<file path="config.mk">
export PLATFORM = sky130hd
export DESIGN_NAME = lssc_sequencer
export DESIGN_NICKNAME = d
export VERILOG_FILES = /design/src/rtl/lssc_pkg.sv /design/src/rtl/lssc_tick_if.sv /design/src/rtl/lssc_sequencer.sv /design/src/rtl/lssc_pulse_timer.sv
export SDC_FILE = /design/constraint.sdc
export NUM_CORES = 1
export LEC_CHECK = 0
export ABC_AREA = 1
export BUFFER_PORTS_ARGS = -buffer_cell sky130_fd_sc_hd__buf_2
export CELL_PAD_IN_SITES_DETAIL_PLACEMENT = 1
export CELL_PAD_IN_SITES_GLOBAL_PLACEMENT = 2
export CORE_ASPECT_RATIO = 0.9
export CORE_MARGIN = 2
export CORE_UTILIZATION = 34
export CTS_CLUSTER_DIAMETER = 200
export DETAILED_ROUTE_END_ITERATION = 10
export PLACE_DENSITY = 0.77
export RECOVER_POWER = 25
export SYNTH_ARGS = -nofsm -noshare
export SYNTH_HDL_FRONTEND = slang
export SYNTH_SLANG_ARGS = --single-unit
</file>
<file path="constraint.sdc">
create_clock -name sys_clk -period 2.38 [get_ports sys_clk]
set_clock_uncertainty 0.15 [all_clocks]
set_input_delay 0.357 -clock sys_clk [delete_from_list [all_inputs] [get_ports sys_clk]]
set_output_delay 0.357 -clock sys_clk [all_outputs]
set_load 0.02 [all_outputs]
</file>
<file path="src/rtl/lssc_pkg.sv">
// Shared constants and types of the lens stepper sequencer
package lssc_pkg;
  // Register offsets on the serial register map
  localparam logic [7:0] ADDR_STEP_CONTROL    = 8'h00;
  localparam logic [7:0] ADDR_SEQUENCE_CONFIG = 8'h01;
  // Reset values
  localparam logic [7:0] STEP_CONTROL_RESET    = 8'h00;
  localparam logic [5:0] SEQUENCE_CONFIG_RESET = 6'h00;
  localparam logic [7:0] UNMAPPED_READ         = 8'h00;
  // Field positions, step control register
  localparam int STEP_FIELD_LSB      = 3;
  localparam int COUNTER_RELEASE_BIT = 2;
  // Field positions, sequence config register
  localparam int HOLD_FIELD_LSB = 0;
  localparam int EXCITE_BIT     = 3;
  localparam int HOME_EN_BIT    = 4;
  localparam int EXTEND_BIT     = 5;
  localparam int BUSY_BIT       = 7;
  // Step arithmetic
  localparam logic [7:0] EXTEND_STEPS    = 8'h40;
  localparam logic [7:0] EXTEND_MIN_STEPS = 8'h40;
  // Coil pattern at rest: OUT1 high, OUT2 low, OUT3 high, OUT4 low
  localparam logic [3:0] COIL_REST = 4'hA;
  // Timing: one hold pulse per step period, halved for 1-2 phase drive
  localparam int SYS_CLK_MHZ        = 125;
  localparam int AF_PULSE_US        = 2000;
  localparam int HOME_PULSE_US      = 10000;
  localparam int AF_PULSE_CYCLES    = AF_PULSE_US * SYS_CLK_MHZ;
  localparam int HOME_PULSE_CYCLES  = HOME_PULSE_US * SYS_CLK_MHZ;
  localparam int TIMER_WIDTH        = 24;

  typedef enum logic [1:0] {
    SEQ_IDLE,
    SEQ_HOLD_PRE,
    SEQ_STEP,
    SEQ_HOLD_POST
  } lssc_state_type;
endpackage : lssc_pkg

</file>
<file path="src/rtl/lssc_tick_if.sv">
// Carrier between the sequencer and its pulse timer
`timescale 1ns/1ps
`default_nettype none
interface lssc_tick_if;
  logic run;
  logic homeMode;
  logic halfStep;
  logic tick;

  modport timer (input run, input homeMode, input halfStep, output tick);
  modport seq   (output run, output homeMode, output halfStep, input tick);
endinterface : lssc_tick_if
`default_nettype wire

</file>
<file path="src/rtl/lssc_sequencer.sv">
// Lens stepper sequencer with its two configuration registers
`timescale 1ns/1ps
`default_nettype none
module lssc_sequencer #(
  parameter int AF_CYCLES   = lssc_pkg::AF_PULSE_CYCLES,
  parameter int HOME_CYCLES = lssc_pkg::HOME_PULSE_CYCLES
) (
  // Clock and reset
  input  wire logic       sys_clk,
  input  wire logic       reset_n,
  // Register port from the serial bus slave
  input  wire logic       regWrite,
  input  wire logic [7:0] regAddr,
  input  wire logic [7:0] regWriteData,
  output var  logic [7:0] regReadData,
  // Motor and status
  output var  logic [3:0] coilDrive,
  output var  logic [7:0] stepPosition,
  output var  logic       sequenceBusyFlag
);
  import lssc_pkg::*;

  logic [7:0]     lensStepControl;
  logic [5:0]     lensSequenceConfig;
  lssc_state_type state;
  logic [7:0]     pulseLeft;
  logic [7:0]     holdLoad;
  logic [7:0]     stepLeft;
  logic [2:0]     phaseIdx;
  logic           homeRun;
  logic           halfStepRun;
  logic           counterRelease;
  logic           startReq;
  logic [7:0]     next_stepTotal;

  lssc_tick_if tickBus ();

  // Below four cycles the halved 1-2 phase period would leave the timer no count
  if (AF_CYCLES < 4 || HOME_CYCLES < 4) begin : g_bad_cycles
    $error("lssc_sequencer: tick periods below four cycles");
  end

  // Code 7 repeats the single pulse of code 0
  function automatic logic [7:0] holdPulses(input logic [2:0] code);
    case (code)
      3'h0:    holdPulses = 8'h01;
      3'h1:    holdPulses = 8'h02;
      3'h2:    holdPulses = 8'h04;
      3'h3:    holdPulses = 8'h05;
      3'h4:    holdPulses = 8'h08;
      3'h5:    holdPulses = 8'h10;
      3'h6:    holdPulses = 8'h20;
      default: holdPulses = 8'h01;
    endcase
  endfunction : holdPulses

  // Eight half-step patterns; 2-phase drive uses only the even entries
  function automatic logic [3:0] coilPattern(input logic [2:0] idx);
    case (idx)
      3'h0:    coilPattern = 4'hA;
      3'h1:    coilPattern = 4'h2;
      3'h2:    coilPattern = 4'h6;
      3'h3:    coilPattern = 4'h4;
      3'h4:    coilPattern = 4'h5;
      3'h5:    coilPattern = 4'h1;
      3'h6:    coilPattern = 4'h9;
      default: coilPattern = 4'h8;
    endcase
  endfunction : coilPattern

  assign counterRelease = lensStepControl[COUNTER_RELEASE_BIT];
  // A write of the step register with the release bit set launches a run
  assign startReq = regWrite && (regAddr == ADDR_STEP_CONTROL) && regWriteData[COUNTER_RELEASE_BIT];

  always_comb begin
    next_stepTotal = {2'h0, regWriteData[7:STEP_FIELD_LSB], 1'b0} + 8'h02;
    if (lensSequenceConfig[EXTEND_BIT] && next_stepTotal >= EXTEND_MIN_STEPS) begin
      next_stepTotal = next_stepTotal + EXTEND_STEPS;
    end
  end

  // Register writes; the busy bit is read-only
  always_ff @(posedge sys_clk) begin
    if (!reset_n) begin
      lensStepControl    <= STEP_CONTROL_RESET;
      lensSequenceConfig <= SEQUENCE_CONFIG_RESET;
    end else if (regWrite) begin
      if (regAddr == ADDR_STEP_CONTROL) begin
        lensStepControl <= regWriteData;
      end else if (regAddr == ADDR_SEQUENCE_CONFIG) begin
        lensSequenceConfig <= regWriteData[5:0];
      end
    end
  end

  // Read data is registered, one cycle behind the address
  always_ff @(posedge sys_clk) begin
    if (!reset_n) begin
      regReadData <= UNMAPPED_READ;
    end else if (regAddr == ADDR_STEP_CONTROL) begin
      regReadData <= lensStepControl;
    end else if (regAddr == ADDR_SEQUENCE_CONFIG) begin
      regReadData <= {sequenceBusyFlag, 1'b0, lensSequenceConfig};
    end else begin
      regReadData <= UNMAPPED_READ;
    end
  end

  // Sequence control; a new start is ignored while a run is in progress
  always_ff @(posedge sys_clk) begin
    if (!reset_n) begin
      state       <= SEQ_IDLE;
      pulseLeft   <= 8'h00;
      stepLeft    <= 8'h00;
      homeRun     <= 1'b0;
      halfStepRun <= 1'b0;
      holdLoad    <= 8'h00;
    // A restart write landing before an abort settles must not revive the old run
    end else if (!counterRelease && !(startReq && state == SEQ_IDLE)) begin
      state <= SEQ_IDLE;
    end else begin
      case (state)
        SEQ_IDLE: begin
          if (startReq) begin
            state       <= SEQ_HOLD_PRE;
            pulseLeft   <= holdPulses(lensSequenceConfig[HOLD_FIELD_LSB +: 3]);
            holdLoad    <= holdPulses(lensSequenceConfig[HOLD_FIELD_LSB +: 3]);
            stepLeft    <= next_stepTotal;
            homeRun     <= lensSequenceConfig[HOME_EN_BIT];
            halfStepRun <= lensSequenceConfig[EXCITE_BIT];
          end
        end
        SEQ_HOLD_PRE: begin
          if (tickBus.tick) begin
            if (pulseLeft == 8'h01) begin
              state <= SEQ_STEP;
            end else begin
              pulseLeft <= pulseLeft - 8'h01;
            end
          end
        end
        SEQ_STEP: begin
          if (tickBus.tick) begin
            stepLeft <= stepLeft - 8'h01;
            if (stepLeft == 8'h01) begin
              state     <= SEQ_HOLD_POST;
              // Latched at start so a config write during the run cannot skew the tail
              pulseLeft <= holdLoad;
            end
          end
        end
        SEQ_HOLD_POST: begin
          if (tickBus.tick) begin
            if (pulseLeft == 8'h01) begin
              state <= SEQ_IDLE;
            end else begin
              pulseLeft <= pulseLeft - 8'h01;
            end
          end
        end
        default: state <= SEQ_IDLE;
      endcase
    end
  end

  // Timer runs only while a sequence is active, so every run starts phase-aligned
  assign tickBus.run      = (state != SEQ_IDLE);
  assign tickBus.homeMode = homeRun;
  assign tickBus.halfStep = halfStepRun;

  // One shared timer paces hold and step ticks alike
  lssc_pulse_timer #(
    .AF_CYCLES   (AF_CYCLES),
    .HOME_CYCLES (HOME_CYCLES)
  ) u_timer (
    .sys_clk  (sys_clk),
    .reset_n  (reset_n),
    .tickPort (tickBus.timer)
  );

  // Busy follows the state one cycle late and drops by itself at the end
  always_ff @(posedge sys_clk) begin
    if (!reset_n) begin
      sequenceBusyFlag <= 1'b0;
    end else begin
      sequenceBusyFlag <= (state != SEQ_IDLE);
    end
  end

  // Step counter and coil phase, both cleared while the release bit is low
  always_ff @(posedge sys_clk) begin
    if (!reset_n || !counterRelease) begin
      stepPosition <= 8'h00;
      phaseIdx     <= 3'h0;
    end else if (state == SEQ_STEP && tickBus.tick) begin
      stepPosition <= stepPosition + 8'h01;
      phaseIdx     <= phaseIdx + (halfStepRun ? 3'h1 : 3'h2);
    end
  end

  // Pattern lags the phase by one cycle so the coil pins come straight from flops
  always_ff @(posedge sys_clk) begin
    if (!reset_n) begin
      coilDrive <= COIL_REST;
    end else begin
      coilDrive <= coilPattern(phaseIdx);
    end
  end
endmodule : lssc_sequencer
`default_nettype wire

</file>
<file path="src/rtl/lssc_pulse_timer.sv">
// Pulse period divider giving one-cycle step and hold ticks
`timescale 1ns/1ps
`default_nettype none
module lssc_pulse_timer #(
  parameter int AF_CYCLES   = lssc_pkg::AF_PULSE_CYCLES,
  parameter int HOME_CYCLES = lssc_pkg::HOME_PULSE_CYCLES
) (
  // Clock and reset
  input wire logic   sys_clk,
  input wire logic   reset_n,
  // Tick request and answer
  lssc_tick_if.timer tickPort
);
  import lssc_pkg::*;

  // Refused at elaboration: the counter must reach each period and its half
  if (AF_CYCLES < 4 || HOME_CYCLES < 4 ||
      AF_CYCLES >= (1 << TIMER_WIDTH) || HOME_CYCLES >= (1 << TIMER_WIDTH)) begin : g_bad_period
    $error("lssc_pulse_timer: period counts out of range");
  end

  localparam logic [TIMER_WIDTH-1:0] AF_PERIOD   = TIMER_WIDTH'(AF_CYCLES);
  localparam logic [TIMER_WIDTH-1:0] HOME_PERIOD = TIMER_WIDTH'(HOME_CYCLES);

  logic [TIMER_WIDTH-1:0] count;
  logic [TIMER_WIDTH-1:0] period;
  logic                   tickOut;

  // Home sequence runs at 100pps, focus at 500pps; 1-2 phase halves the period
  always_comb begin
    period = tickPort.homeMode ? HOME_PERIOD : AF_PERIOD;
    if (tickPort.halfStep) begin
      period = period >> 1;
    end
  end

  // Counter restarts whenever the sequencer goes idle so every run begins aligned
  always_ff @(posedge sys_clk) begin
    if (!reset_n || !tickPort.run) begin
      count   <= '0;
      tickOut <= 1'b0;
    end else if (count == period - 1'b1) begin
      count   <= '0;
      tickOut <= 1'b1;
    end else begin
      count   <= count + 1'b1;
      tickOut <= 1'b0;
    end
  end

  assign tickPort.tick = tickOut;
endmodule : lssc_pulse_timer
`default_nettype wire

</file>
# [Word level (Yosys, flattened, before mapping)]
# Index checks and enable logic that the tools add are counted.
# Widths: inputs -> output; s select.
[word_totals] regBits=91 in_bits=19 output_inout_bits=21 elab_cells=107
[classes] addsub=8 order_cmp=1 n_eq_ne=28 mux=26 n_bitwise=3 n_reduce_logical=26
[op_table] operator="$mux 8" count=10
[op_table] operator="$pmux 6 s6" count=1
[op_table] operator="$pmux 4 s7" count=1
[op_table] operator="$add 24x1->24 const B" count=1
[op_table] operator="$eq 24x24->1" count=1
[op_table] operator="$eq 8x1->1 const B" count=3
[op_table] operator="$mux 24" count=1
[op_table] operator="$pmux 8 s3" count=1
[op_table] operator="$sub 24x1->24 const B" count=1
[op_table] operator="$mux 21" count=1
[op_table] operator="$eq 3x3->1 const B" count=6
[op_table] operator="$mux 2" count=8
[op_table] operator="$pmux 8 s2" count=1
[op_table] operator="$sub 8x1->8 const B" count=2
[op_table] operator="$eq 3x2->1 const B" count=4
[op_table] operator="$ne 2x2->1 const B" count=5
[op_table] operator="$add 7x7->8 const B" count=1
[op_table] operator="$add 8x1->8 const B" count=1
[op_table] operator="$logic_not 8->1" count=1
[op_table] operator="$ne 2x1->1 const B" count=4
[op_table] operator="$pmux 2 s4" count=1
[op_table] operator="$add 6x2->7 const B" count=1
[op_table] operator="$ge 7x7->1 const B" count=1
[op_table] operator="$reduce_and 7->1" count=1
[op_table] operator="other kinds (17)" count=34

# [Depth between registers and ports, before layout]
[logic_depth] ltp_word=8 mapped_depth=12 mapped_depth_nobuf=11

# [Modules after synthesis]
# Synthesis repeated with hierarchy kept, for this count alone.
[unflattened] cells_unflattened=724 area_unflattened_um2=4897.2
[modules_own_cells] module="lssc_sequencer" instances=1 cells_each=465 area_each_um2=3271.9 seq_area_each_um2=1281.2
[modules_own_cells] module="lssc_pulse_timer" instances=1 cells_each=259 area_each_um2=1625.3 seq_area_each_um2=500.5

# [Worst setup path after synthesis]
# No wires, ideal clock.
[synth_path] path_type="reg-to-reg" from="register state[0]" to="register pulseLeft[2]" setup_time_ns=0.113 arrival_time_ns=1.574 t_required_ns=2.117 slack_ns=0.544 stages_incl_launch_ff=12 path_buffers=1 period_less_slack_ns=1.836 cell_sequence="dfxtp_1 -> inv_1 -> ha_1 -> inv_2 -> a21oi_1 -> nor2_1 -> nand3_2 -> nor2_4 -> buf_6 -> nand2_1 -> nand2_1 -> nor2_1"
[synth_via] elab_chain_cells=6 word_cells_on_any_way=16 cone_classes="eq/ne (8); mux (1); bitwise (1); reduce/logical (6)"
[synth_lines] element="start: declaration" line_no="lssc_sequencer.sv:25" source="lssc_state_type state;"
[synth_lines] element="start signal: assignment" line_no="lssc_sequencer.sv:112" source="state <= SEQ_IDLE;"
[synth_lines] element="start signal: assignment" line_no="lssc_sequencer.sv:120" source="state <= SEQ_IDLE;"
[synth_lines] element="start signal: assignment" line_no="lssc_sequencer.sv:125" source="state <= SEQ_HOLD_PRE;"
[synth_lines] element="parallel branches: the longest is 6 deep, another holds $reduce_and 6->1"
[synth_lines] element="end signal: assignment" line_no="lssc_sequencer.sv:126" source="pulseLeft <= holdPulses(lensSequenceConfig[HOLD_FIELD_LSB +: 3]);"
[synth_lines] element="end signal: assignment" line_no="lssc_sequencer.sv:138" source="pulseLeft <= pulseLeft - 8'h01;"
[synth_lines] element="end signal: assignment" line_no="lssc_sequencer.sv:148" source="pulseLeft <= holdLoad;"
[synth_lines] element="end: declaration" line_no="lssc_sequencer.sv:26" source="logic [7:0] pulseLeft;"
# Several ways; the timed one is not identified.
# A chain may end at the register's enable or synchronous reset.

# [Final worst setup path]
[layout_path] from="register state[1]" to="register pulseLeft[2]"
# Same word-level chain as after synthesis.

==> results.md <==
* Weighted congestion reported at the end of routability-driven placement at between 0.8 and 0.9
* Path class of the lowest-slack min-delay path: in -> reg
* Core region area at around 13000 µm²
* Leading cell type in the layout, fill and taps excluded: sky130_fd_sc_hd__nor2_1
* Max Slew Vio Count at 0
* Clock network fraction of design power at 0.512
* WP data arrival at 2.29 ns
* Post-CTS Setup Bufs at 0
* Number of buffers added by the clock tree synthesis step at 9
* Count of distinct cell types in the synthesized netlist at 44
* Top library cells by usage in the layout, fill and taps aside: sky130_fd_sc_hd__nor2_1, sky130_fd_sc_hd__nand2_1, sky130_fd_sc_hd__dfxtp_1
* Proportion of synthesized flip-flops having asynchronous set or reset at 0
* Detailed-route via count at 4318
* Post-CTS Hold Fix Bufs at 0
* Row count at 40
* Worst slew margin relative to its limit at 0.318
* Combinational fraction of design power at 0.024
* Result of the run: complete, no violations
* Number of max-cap violations at 0
* Full die area at 14500 µm²
* Sequential area share after synthesis at 0.387
* Synth top area share at 0.387
* Net switching power figure at ~670 µW
* Number of cells upsized or downsized after cts at 0
* Clock transition time at the flip-flop clock pins of the worst setup and hold paths at around 0.060 ns
* Slew @ Worst Pin at a little over 1 ns
* Number of enable-type register cells in the synthesized netlist at 0
* Post-route minimum period at around 2.2 ns
* Chip Height at about 110 µm
* Flop and latch count out of synthesis at just under 90
* Gate count of the mapped netlist at about 670
* DR iter-0 viols at 199
* CP startpoint: state[1]
* Inserted Diodes at 0
* Latest clock arrival within the worst-skew pair at around 0.35 ns
* Startpoint-to-endpoint class of the critical path: reg -> reg
* Cell taking the most area after synthesis: sky130_fd_sc_hd__dfxtp_1
* Remaining global-route overflow at 0
* Tot GR Track Use at 0.193
* Worst-case vdd ir drop at 404 µV
* Syn-to-layout area delta at 15.9%
* Vias in the first global route at between 4k and 5k
* Power Total at roughly 3200 µW
* Critical R2R Launch: state[1]
* Syn_nets at 700
* Syn avg cell area at slightly below 7 µm²
* Post-place setup slack at a little over 0.2 ns
* H-tree depth at 3
* HP Start: regWriteData[1]
* Number of fill cells at roughly 1.7k
* Number of clock sinks seen by CTS at 89
* # nets final at 750
* Top-level port count at 40
* Setup-violating endpoint count in the final report at 0
* Highest layer used for signal routing: met4
* Minimum setup slack among reg-to-reg paths at approximately 0.18 ns
* Buffers on Ports at 39
* Routed wire length on met2 at 6.11 mm
* Leakage power at 0.00211 µW
* Global-route wire length before repair at 22.1 mm
* Kind of end point of the critical path: register
* Mapped Area at approximately 4600 µm²
* Fraction of layout instances using a drive strength above 1 at 0.0956
* Required time reported for the critical path endpoint at between 2 and 2.5 ns
* Iteration count of the initial detailed-routing pass at 4
* Dominant synthesized flop cell: sky130_fd_sc_hd__dfxtp_1
* Amount of wire on met3 after detailed routing at between 300 and 400 µm
* Switching share of total power at 0.208
* Setup ws final at about 0.18 ns
* Half-perimeter wire length after detailed placement at a little over 10 mm
* Number of remaining DRC errors at 0
* Share of the clock period used by the worst path at 0.923
* Pin count of the biggest net entering global routing at 25
* Detailed-route vias per instance at ~4.9
* Setup TNS at 0 ns
* Routed length per placed instance at roughly 15 µm
* Setup repair after global routing missed its margin: no
* Number of warnings issued by yosys at 0
* Internal power consumption at 2540 µW
* Final hold viol count at 0
* Die width at roughly 130 µm
* Remaining antenna violation count after routing at 0
* Portion of total power attributed to sequential cells at 0.464
* TritonCTS clock tree: yes
* Starting density of the core at 0.346
* Upper clock frequency limit at 455 MHz
* Met1 Routed Length at 6.58 mm
* Core Util, Final at 0.401
* Critical path peak fanout at 12
* Power Dens Cells at ~600 nW/µm²
* Critical path launch point type: register
* Antenna violations before repair at 0
* Wire length reported by the detailed router at between 10 and 15 mm
* Clock tree buffer depth at 2
* Dominant cells by area after synthesis: sky130_fd_sc_hd__dfxtp_1, sky130_fd_sc_hd__nor2_1, sky130_fd_sc_hd__nand2_1
* Clock root buffer master: sky130_fd_sc_hd__clkbuf_16
state kept, by name (all words and copies together) (netlist names), 4 cells and up:
register,flops
regReadData,8
lensStepControl,8
pulseLeft,8
coilDrive,4
stepLeft,8
holdLoad,6
stepPosition,8
lensSequenceConfig,6
u_timer.count,24
logic make-up (layout without fill, tap and decap cells):
group                    count (synthesis)  count (layout)  share of synthesized area
XOR/XNOR                                26              26                     0.0494
AND/OR/NAND/NOR                        332             332                      0.316
adder cells (fa/ha/maj)                 13              13                     0.0369
flip-flops                              89              89                      0.387
AO/OA/AOI/OAI                          104             104                      0.122
buffers and inverters                  104             158                     0.0890
layer usage:
layer,GRT usage,vias to the layer above
met1,0.258,2034
met3,0.0467,8
met5,0,-
met4,0.0410,0
met2,0.320,39
li1,-,2237
cell usage after synthesis (2+ instances only):
cell type and n:
sky130_fd_sc_hd__a21oi_1 37, sky130_fd_sc_hd__buf_2 3, sky130_fd_sc_hd__buf_4 2, sky130_fd_sc_hd__clkbuf_1 5, sky130_fd_sc_hd__dfxtp_1 89, sky130_fd_sc_hd__ha_1 12, sky130_fd_sc_hd__inv_1 88, sky130_fd_sc_hd__inv_2 3
sky130_fd_sc_hd__nand2_1 118, sky130_fd_sc_hd__nand2_2 4, sky130_fd_sc_hd__nand3_1 38, sky130_fd_sc_hd__nand3_2 2, sky130_fd_sc_hd__nand4_1 8, sky130_fd_sc_hd__nor2_1 126, sky130_fd_sc_hd__nor2_2 5, sky130_fd_sc_hd__nor3_1 20
sky130_fd_sc_hd__nor3b_1 2, sky130_fd_sc_hd__o211ai_1 3, sky130_fd_sc_hd__o21a_1 2, sky130_fd_sc_hd__o21ai_0 50, sky130_fd_sc_hd__o22ai_1 4, sky130_fd_sc_hd__xnor2_1 7, sky130_fd_sc_hd__xor2_1 19
per-stage QoR:
step / hold slack, ns / instance area, µm² / instances
after floorplan: 0.262 / 4610 / 668
after global placement: 0.282 / 5040 / 875
after detailed placement: 0.282 / 5040 / 875
after CTS: 0.0979 / 5380 / 890
after global routing: 0.119 / 5340 / 890
final: 0.106 / 5340 / 890
area by class of cell:
class	count	area, µm²	share of cell area
Clock buffer	9	225	0.0421
Clock inverter	6	115	0.0215
Inverter	93	350	0.0656
Multi-Input combinational cell	475	2410	0.452
Sequential cell	89	1780	0.333
Tap cell	168	210	0.0393
Timing Repair Buffer	50	246	0.0461
worst max-delay path, stage by stage, from the launching register on:
cell	delay (ns)
sky130_fd_sc_hd__dfxtp_1	0.36
sky130_fd_sc_hd__inv_1	0.09
sky130_fd_sc_hd__ha_1	0.18
sky130_fd_sc_hd__nor2_1	0.36
sky130_fd_sc_hd__a21oi_1	0.12
sky130_fd_sc_hd__nor2_1	0.23
sky130_fd_sc_hd__nand3_2	0.16
sky130_fd_sc_hd__nor2_4	0.25
sky130_fd_sc_hd__nand2_1	0.09
sky130_fd_sc_hd__nand2_1	0.07
sky130_fd_sc_hd__nor2_1	0.04
final timing paths:
kind | cells past startpoint | end
setup / recovery | 10 | pulseLeft[2]
hold reg to reg | 2 | regReadData[6]
hold / removal | 3 | lensStepControl[1]
setup reg to reg | 10 | pulseLeft[2]
power by group through the flow:
stage | registers (µW) | logic [µW] | clock network, µW
global route | 1490 | 84.8 | 1760
detailed placement | 1520 | 79.4 | 0
global placement | 1520 | 77.2 | 0
CTS | 1490 | 79.9 | 1700
finish | 1490 | 76.1 | 1640
floorplan | 1520 | 37.9 | 0
No activity file was read; power rests on OpenSTA's default activity.
